===== src/csst_pkg.sv =====
// Package: offsets, reset values and sizes of the message slot status block
package csst_pkg;
   localparam int NUM_SLOTS = 15;
   localparam logic [7:0] ADDR_IRQ_HI = 8'hBA;
   localparam logic [7:0] ADDR_IRQ_LO = 8'hBB;
   localparam logic [7:0] ADDR_BUSY_HI = 8'hCE;
   localparam logic [7:0] ADDR_BUSY_LO = 8'hCF;
   localparam logic [14:0] BUSY_RESET = 15'h0000;
   localparam logic [14:0] IRQ_RESET = 15'h0000;
   localparam logic RSVD_READ = 1'b0;
   localparam logic [7:0] RDATA_RESET = 8'h00;
   localparam int LO_MSB = 7;
   localparam int HI_LSB = 8;
endpackage


===== src/csst_slot_status.sv =====
// Message slot busy and interrupt-pending status registers
//
// Contract
// [RULE1] Register at CEh bits 6-0 show busy state of slots 14 to 8.
// [RULE2] Register at CFh bits 7-0 show busy state of slots 7 to 0.
// [RULE3] Busy sets on enable, clears on done, disable, abort or standby; the code lets transmit done not clear auto reply slots.
// [RULE4] Register at BAh bits 6-0 show pending interrupts of slots 14 to 8.
// [RULE5] Register at BBh bits 7-0 show pending interrupts of slots 7 to 0.
// [RULE6] Bit 7 of both upper registers is reserved; software writes 0.
// [RULE7] Upper busy and interrupt registers read zero after reset.
// [RULE8] Writes to these four registers are ignored.
`timescale 1ns/100ps
`default_nettype none
module csst_slot_status #(
   parameter int N = csst_pkg::NUM_SLOTS
) (
   input wire logic CLK,
   input wire logic RSTN,
   input wire logic [14:0] SLOT_ENABLE,
   input wire logic [14:0] SLOT_DISABLE,
   input wire logic [14:0] TX_DONE_FLAG,
   input wire logic [14:0] RX_DONE_FLAG,
   input wire logic [14:0] AUTO_REPLY_MODE,
   input wire logic ABORT_REQ,
   input wire logic STANDBY_REQ,
   input wire logic [14:0] SLOT_IRQ_COND,
   input wire logic [7:0] SFR_ADDR,
   input wire logic SFR_RD,
   input wire logic SFR_WR,
   input wire logic [7:0] SFR_WDATA,
   output logic [7:0] SFR_RDATA,
   output logic [14:0] SLOT_BUSY
);

   ////////////////////////////////////////////////////////////////////////
   // Helper functions

   // Flags that were low last edge and are high now
   function automatic logic [N-1:0] rise_of(
      input logic [N-1:0] now_v,
      input logic [N-1:0] was_v
   );
      rise_of = now_v & ~was_v;
   endfunction

   // Upper register: reserved top bit, then slots 14 to 8
   function automatic logic [7:0] pack_upper(
      input logic [N-1:0] v
   );
      pack_upper = {csst_pkg::RSVD_READ, v[N-1:csst_pkg::HI_LSB]};
   endfunction

   // Lower register: slots 7 to 0
   function automatic logic [7:0] pack_lower(
      input logic [N-1:0] v
   );
      pack_lower = v[csst_pkg::LO_MSB:0];
   endfunction

   // One of the four status addresses
   function automatic logic is_mapped(
      input logic [7:0] a
   );
      is_mapped = (a == csst_pkg::ADDR_BUSY_HI)
               || (a == csst_pkg::ADDR_BUSY_LO)
               || (a == csst_pkg::ADDR_IRQ_HI)
               || (a == csst_pkg::ADDR_IRQ_LO);
   endfunction

   ////////////////////////////////////////////////////////////////////////
   // Declarations

   logic [N-1:0] busy_q;
   logic [N-1:0] busy_d;
   logic [N-1:0] irq_q;
   logic [N-1:0] tx_prev_q;
   logic [N-1:0] rx_prev_q;
   logic [N-1:0] tx_rise;
   logic [N-1:0] rx_rise;
   logic [N-1:0] set_mask;
   logic [N-1:0] clr_mask;
   logic clr_all;
   logic rd_hit;
   logic [7:0] rd_word;
   logic [7:0] rdata_d;

   ////////////////////////////////////////////////////////////////////////
   // Done flag edge detection

   always_ff @(posedge CLK or negedge RSTN) begin
      if (!RSTN) begin
         tx_prev_q <= '0;
      end else begin
         tx_prev_q <= TX_DONE_FLAG;
      end
   end

   always_ff @(posedge CLK or negedge RSTN) begin
      if (!RSTN) begin
         rx_prev_q <= '0;
      end else begin
         rx_prev_q <= RX_DONE_FLAG;
      end
   end

   // Auto reply slots stay busy after their transmission
   always_comb begin
      tx_rise = rise_of(TX_DONE_FLAG, tx_prev_q) & ~AUTO_REPLY_MODE; // RULE3
   end

   always_comb begin
      rx_rise = rise_of(RX_DONE_FLAG, rx_prev_q); // RULE3
   end

   ////////////////////////////////////////////////////////////////////////
   // Busy tracking

   always_comb begin
      set_mask = SLOT_ENABLE; // RULE3
   end

   always_comb begin
      clr_mask = tx_rise | rx_rise | SLOT_DISABLE; // RULE3
   end

   always_comb begin
      clr_all = ABORT_REQ || STANDBY_REQ; // RULE3
   end

   // Clear beats enable; abort and standby beat everything
   always_comb begin
      busy_d = busy_q | set_mask; // RULE3
      busy_d = busy_d & ~clr_mask; // RULE3
      if (clr_all) begin
         busy_d = '0; // RULE3
      end
   end

   always_ff @(posedge CLK or negedge RSTN) begin
      if (!RSTN) begin
         busy_q <= csst_pkg::BUSY_RESET; // RULE7
      end else begin
         busy_q <= busy_d;
      end
   end

   ////////////////////////////////////////////////////////////////////////
   // Interrupt pending follows each slot's condition

   always_ff @(posedge CLK or negedge RSTN) begin
      if (!RSTN) begin
         irq_q <= csst_pkg::IRQ_RESET; // RULE7
      end else begin
         irq_q <= SLOT_IRQ_COND; // RULE4 RULE5
      end
   end

   ////////////////////////////////////////////////////////////////////////
   // Read port; writes have no path into the state

   always_comb begin
      rd_hit = SFR_RD && is_mapped(SFR_ADDR);
   end

   always_comb begin
      rd_word = csst_pkg::RDATA_RESET;
      unique case (SFR_ADDR)
         csst_pkg::ADDR_BUSY_HI: begin
            rd_word = pack_upper(busy_q); // RULE1 RULE6
         end
         csst_pkg::ADDR_BUSY_LO: begin
            rd_word = pack_lower(busy_q); // RULE2
         end
         csst_pkg::ADDR_IRQ_HI: begin
            rd_word = pack_upper(irq_q); // RULE4 RULE6
         end
         csst_pkg::ADDR_IRQ_LO: begin
            rd_word = pack_lower(irq_q); // RULE5
         end
         default: begin
            rd_word = csst_pkg::RDATA_RESET;
         end
      endcase
   end

   // Unmapped reads and all writes keep the last read data
   always_comb begin
      if (rd_hit) begin
         rdata_d = rd_word;
      end else begin
         rdata_d = SFR_RDATA; // RULE8
      end
   end

   ////////////////////////////////////////////////////////////////////////
   // Output registers

   always_ff @(posedge CLK or negedge RSTN) begin
      if (!RSTN) begin
         SFR_RDATA <= csst_pkg::RDATA_RESET;
      end else begin
         SFR_RDATA <= rdata_d; // RULE8
      end
   end

   // Same value as the busy state, straight from a flip-flop
   always_ff @(posedge CLK or negedge RSTN) begin
      if (!RSTN) begin
         SLOT_BUSY <= csst_pkg::BUSY_RESET;
      end else begin
         SLOT_BUSY <= busy_d;
      end
   end

   ////////////////////////////////////////////////////////////////////////
   // Hazards for users
   //
   // Done flags act on their rising edge only; a flag held high
   // does not clear a slot enabled later.
   // The reserved top bits always read 0.
   // SFR_WR and SFR_WDATA are accepted and never used.

endmodule
`default_nettype wire


===== config.mk =====
export PLATFORM = sky130hd
export DESIGN_NAME = csst_slot_status
export DESIGN_NICKNAME = d
export VERILOG_FILES = /design/src/csst_pkg.sv /design/src/csst_slot_status.sv
export SDC_FILE = /design/constraint.sdc
export NUM_CORES = 1
export LEC_CHECK = 0
export BUFFER_PORTS_ARGS = -buffer_cell sky130_fd_sc_hd__buf_2
export CORE_ASPECT_RATIO = 0.9
export CORE_MARGIN = 3
export CORE_UTILIZATION = 30
export DETAILED_ROUTE_END_ITERATION = 8
export HOLD_SLACK_MARGIN = 0.15
export PLACE_DENSITY = 0.59
export SLEW_MARGIN = 15
export SYNTH_ARGS = -nofsm -noshare
export SYNTH_HDL_FRONTEND = slang
export SYNTH_SLANG_ARGS = --single-unit

===== constraint.sdc =====
create_clock -name CLK -period 1.43 [get_ports CLK]
set_clock_uncertainty 0.2 [all_clocks]
set_input_delay 0.286 -clock CLK [delete_from_list [all_inputs] [get_ports CLK]]
set_output_delay 0.286 -clock CLK [all_outputs]
set_load 0.02 [all_outputs]

==> metrics.txt, run 1 <==
Buf/Inv on CP=1; Critical-path top delay cell=dfrtp_1; vias per inst=approximately 4.5; Tmin final=1.380 ns; Max stage delay on crit path=roughly 0.40 ns; Syn Nets=284; die height=between 90 and 100 µm; number of distinct library cells after synthesis=22; quantity of I/O buffers inserted on ports=approximately 130; initial DRC count=38; antenna violations before repair=0; Worst Hold Class=in -> async; clk buf depth=2; Layout Utilization=0.5755; dominant cell type by area after synthesis=dfrtp_1; average wire per standard cell=15.23 µm; CTS tree=done; Lkg Pwr=around 2.1 nW; # nets final=between 500 and 600; Final GP Congestion=0.7107; FP Rows=30; yosys warns=0; die area=between 9000 and 10,000 µm²; I/O Pins=about 140; cell family with most CP delay=flip-flops; Slew Limit Fails=0; placed cells=396; max_slew headroom=0.8005; FF-to-FF Start=busy_q[9]; synthesized cell area=2476 µm²; Final ANT Viol Nets=0; CP Capture Type=output pin; highest-count cells in the layout ignoring fill and taps=120 x buf_2, 92 x dlygate4sd3_1, 68 x dfrtp_1; first drt pass iteration count=4; first-pass GRT wire length=~12 mm; Critical Path Source=busy_q[2]; final hold viol count=0; CP required=between 0.9 and 1 ns; critical path peak fanout=3; H-Tree Depth=3; Seq/Total Area, Yosys=0.6872; Yosys top cell area share=0.6872; total number of vias=approximately 2,300; top cells by area, synth=dfrtp_1 69%, mux2i_1 5.7%, nor3b_1 4.5%, nor2b_1 3.8%, nor4_1 3.8%; Final HPWL DP=roughly 4.6 mm; GRT Total Usage=0.1724; status=finished, final reports clean; startpoint types=register; Root Buffer=clkbuf_8; Die Wd=about 100 µm; FF+latch count, synth=between 60 and 70; RSZ-0062 raised after global routing=true; max cap viols=0; CP Class=reg -> out; synthesized area per cell=around 14 µm²; DRT Wirelength=between 7 and 8 mm; commonest non-fill, non-tap cell in the layout=buf_2; maximum number of pins on one net before global-route repair=38; antenna cells=0; vias in the first global route=~2,600; cell area power density=between 900 and 1000 nW/µm²; overall power=0.004137 W; Worst-Margin Slew=~0.30 ns; maximum vdd drop=between 0.0005 and 0.0006 V; Initial Util=0.3187; worst-path cell chain=buf_2; Final Non-Filler Cells=a little over 500; maximum clock frequency=around 0.72 GHz; Residual DRC=0; area grow syn2layout=80.60%; CTS Buf Count=9; total grt overflow=0; FILL cells=about 640; clock-pin slew of the registers on the worst-case setup and hold paths=around 0.07 ns; worst skew pair latency=~0.32 ns; Critical Path AT=0.89 ns; ratio of cells with drive above 1 in the final layout=0.3805; Hold Slack=approximately 0.17 ns; Setup Viol. Count Final=0; Gate Count Post-Synth=roughly 170; CTS Sinks=68; fin crit share=0.9652; core area=7770 µm²
-- power breakdown --
part	switching [W]	internal (W)	total [W]
clock	0.000640	0.000818	0.00146
sequential	0.0000361	0.00202	0.00205
combinational	0.000241	0.000386	0.000627
total	0.000917	0.00322	0.00414
-- area by class of cell --
class                           count  area (µm²)  share of cell area
Clock buffer                       10       137.6             0.03078
Tap cell                           96       120.1             0.02686
Clock inverter                      3       40.04            0.008954
Timing Repair Buffer              231        1745              0.3903
Sequential cell                    68        1702              0.3805
Multi-Input combinational cell     98       726.9              0.1626
-- metrics by stage --
| stage | worst slack (ns) | instance area [µm²] | setup TNS [ns] |
|---|---|---|---|
| after floorplan | 0.1569 | 2476 | 0 |
| after global placement | 0.01113 | 3298 | 0 |
| after detailed placement | -0.01472 | 3298 | -0.06790 |
| after CTS | 0.01576 | 4404 | 0 |
| after global routing | -0.001693 | 4472 | -0.001693 |
| final | 0.04980 | 4472 | 0 |
-- cell families after synthesis --
family / synth area share
AOI/OAI and AO/OA: 0.08590
buffers and inverters: 0.02173
DFF: 0.6872
muxes: 0.05659
and+or+nand+nor: 0.1486
-- metal layers --
layer	track usage	part of all wire
met3	0.05627	0.069
met4	0.04651	0.0099
met1	0.1919	0.38
met2	0.3115	0.54
met5	0	0
-- synth_stat cells --
| library cell | count |
|---|---|
| nand3_1 | 1 |
| nand4bb_1 | 2 |
| o21ai_0 | 14 |
| and4_1 | 1 |
| and4bb_2 | 1 |
| a22oi_1 | 1 |
| nor4_1 | 15 |
| buf_2 | 3 |
| o21ai_4 | 1 |
| nor2_2 | 1 |
| nor2b_1 | 15 |
| buf_4 | 1 |
| buf_12 | 1 |
| o21ai_1 | 1 |
| buf_6 | 1 |
| a22o_1 | 7 |
| mux2i_1 | 14 |
| and4bb_1 | 1 |
| dfrtp_1 | 68 |
| o22ai_1 | 7 |
| nor3b_1 | 15 |
| o2bb2ai_1 | 1 |
-- worst paths after layout --
| path | end | slack (ns) | cells past startpoint |
|---|---|---|---|
| setup / recovery | SLOT_BUSY[2] | 0.05 | 1 |
| hold / removal | tx_prev_q[0] | 0.17 | 2 |
| setup reg to reg | SFR_RDATA[1] | 0.16 | 4 |
| hold reg to reg | SFR_RDATA[7] | 0.30 | 1 |
| max in group asynchronous | SFR_RDATA[1] | 0.39 | 3 |
| min in group CLK | busy_q[2] | 0.19 | 5 |
-- state kept, by name, summed over array words and instances (netlist names) --
register   cells
SFR_RDATA      8
tx_prev_q     15
rx_prev_q     15
busy_q        15
irq_q         15
-- timing repair --
item	4_1_cts	5_1_grt
endpoints found under the hold margin	129	0
hold buffers	92	0
buffers inserted	1	4
setup endpoints to repair	1	8
resized for setup	0	11
No activity file was read; power rests on OpenSTA's default activity.
==> run 2: changes to the inputs <==
--- a/config.mk
+++ b/config.mk
@@ -5,13 +5,14 @@
 export SDC_FILE = /design/constraint.sdc
 export NUM_CORES = 1
 export LEC_CHECK = 0
-export BUFFER_PORTS_ARGS = -buffer_cell sky130_fd_sc_hd__buf_2
+export BUFFER_PORTS_ARGS = -buffer_cell sky130_fd_sc_hd__buf_4
 export CORE_ASPECT_RATIO = 0.9
 export CORE_MARGIN = 3
 export CORE_UTILIZATION = 30
+export CTS_CLUSTER_SIZE = 8
 export DETAILED_ROUTE_END_ITERATION = 8
 export HOLD_SLACK_MARGIN = 0.15
-export PLACE_DENSITY = 0.59
+export PLACE_DENSITY = 0.65
 export SLEW_MARGIN = 15
 export SYNTH_ARGS = -nofsm -noshare
 export SYNTH_HDL_FRONTEND = slang
==> run 2 against run 1 <==
  * Final cell count grew 1.8%
  * First-iteration DRC count down 32%
  * Setup slack lost 0.0078 ns
  * Global-route usage is 0.15 points lower
  * Sequential power about the same
  * Combinational power is 15% higher
==> metrics.txt, run 2 (synthesized netlist as in run 1, its figures left out) <==
status=finished, final reports clean; die height=92.19 µm (unchanged); first drt pass iteration count=4 (unchanged); quantity of I/O buffers inserted on ports=125 (unchanged); final hold viol count=0 (unchanged); overall power=0.004220 W (+2.0%); fin crit share=0.9706 (+0.005437); CTS Sinks=68 (unchanged); worst skew pair latency=0.33 ns (about the same); antenna violations before repair=0 (unchanged); maximum clock frequency=0.7205 GHz (-0.56%); max_slew headroom=0.7529 (-0.04767); DRT Wirelength=7.878 mm (+2.2%); CP Capture Type=output pin; worst-path cell chain=buf_6; CP Class=reg -> out; CTS tree=done; core area=7770 µm² (unchanged); Setup Viol. Count Final=0 (unchanged); FF-to-FF Start=busy_q[8]; Worst Hold Class=in -> reg; Buf/Inv on CP=1 (unchanged); max cap viols=0 (unchanged); r2r setup slk=0.17 ns (about the same); Final ANT Viol Nets=0 (unchanged); clock-pin slew of the registers on the worst-case setup and hold paths=0.08 ns (about the same); vias in the first global route=2,558 (-1.6%); Critical-path top delay cell=dfrtp_1; Cell Area, Placed=3566 µm² (+8.1%); maximum vdd drop=0.0006166 V (+17%); Hold Path End=busy_q[2]; highest-count cells in the layout ignoring fill and taps=137 x buf_4, 92 x dlygate4sd3_1, 68 x dfrtp_1; Slew Limit Fails=0 (unchanged); startpoint types=register; area grow syn2layout=93.18%; Final GP Congestion=0.7767 (+9.3%); final instance area=4783 µm² (+7.0%); R2R Path End=SFR_RDATA[0]; H-Tree Depth=3 (unchanged); cell family with most CP delay=flip-flops; GRT Total Usage=0.1709 (-0.001516); Final HPWL DP=4.744 mm (+2.2%); Initial Util=0.3187 (unchanged); ratio of cells with drive above 1 in the final layout=0.3914 (+0.01092); Root Buffer=clkbuf_8; RSZ-0062 raised after global routing=true; I/O Pins=135 (unchanged); vias per inst=4.524 (-0.42%); Worst R2R Path Depth=4 (unchanged); antenna cells=0 (unchanged); total grt overflow=0 (unchanged); commonest non-fill, non-tap cell in the layout=buf_4; Hold Path Origin=ABORT_REQ; Tmin final=1.388 ns (+0.007774 ns); total number of vias=2,330 (+1.3%); Critical Path AT=0.90 ns (about the same); cell area power density=882.3 nW/µm² (-4.6%); first-pass GRT wire length=12.16 mm (-0.34%); clk buf depth=2 (unchanged); Residual DRC=0 (unchanged); # nets final=526 (+1.2%); Lkg Pwr=2.241 nW (+4.9%); critical path peak fanout=3 (unchanged); Crit path depth=1 (unchanged); Worst-Margin Slew=0.3707 ns (+0.07263 ns); maximum number of pins on one net before global-route repair=69 (+82%); Die Wd=101.8 µm (unchanged); Max stage delay on crit path=0.42 ns (+0.02 ns); average wire per standard cell=15.30 µm (+0.46%); CTS Buf Count=9 (unchanged); die area=9382 µm² (unchanged); initial DRC count=26 (-32%); FP Rows=30 (unchanged); CP required=0.94 ns (about the same); WHS Path Cells=5
## run 2: changes by cell type in the layout (fill, tap and decap cells not counted)
cell        previous run  this run
nor4_2                 1         0
nor4_1                14        15
inv_6                  0         3
buf_2                120         0
buf_12                 5         2
clkinvlp_4             0         2
buf_6                  5         6
clkinv_2               2         1
buf_4                  9       137
bufinv_16              1         0
## run 2: worst max path at each step
stage / startpoint / to
3_3_place_gp: SFR_ADDR[2] / SFR_RDATA[1]
4_1_cts: busy_q[8] / SLOT_BUSY[8]
3_5_place_dp: SFR_ADDR[2] / SFR_RDATA[4]
2_1_floorplan: SFR_ADDR[0] / SFR_RDATA[0]
6_report: busy_q[14] / SLOT_BUSY[14]
5_1_grt: busy_q[0] / SLOT_BUSY[0]
## run 2: through the flow
stage          hold WS, ns  instances  utilization  setup TNS [ns]  worst slack [ns]
3_5_place_dp        0.1256        395       0.4589        -0.02994          -0.01100
5_1_grt             0.1746        515       0.6156        -0.01172         -0.005952
6_report            0.1768        515       0.6156               0           0.04202
4_1_cts             0.1587        506       0.6040               0         0.0002186
2_1_floorplan      -0.2096        172            -               0            0.1569
3_3_place_gp        0.1208        395       0.4589        -0.04664          -0.01046
## run 2: report_power, final
| part | total, W | switching [W] | internal (W) |
|---|---|---|---|
| combinational | 0.000719 | 0.000246 | 0.000472 |
| clock | 0.00145 | 0.000759 | 0.000691 |
| sequential | 0.00205 | 0.0000372 | 0.00201 |
| total | 0.00422 | 0.00104 | 0.00318 |
## run 2: cell type report
cell class	count	area [µm²]
clock inverters	6	46.29
flip-flops and latches	68	1702
repair buffers	237	2057
well taps	96	120.1
clock buffers	10	137.6
multi-input cells	98	720.7
fillers	609	2987
## run 2: timing repair
action,CTS,global route
hold endpoints to repair,129,0
hold buffers,92,0
resized for setup,0,6
endpoints found under the setup margin,3,12
pin swaps,0,0
setup buffers,3,9
## run 2: per-layer routing
layer  vias to the layer above  share of wire  global-route usage
li1                       1119              -                   -
met1                      1126           0.39              0.1814
met2                        77           0.55              0.3203
met3                         8          0.052             0.05399
met4                         0          0.010             0.04540
met5                         -              0                   0
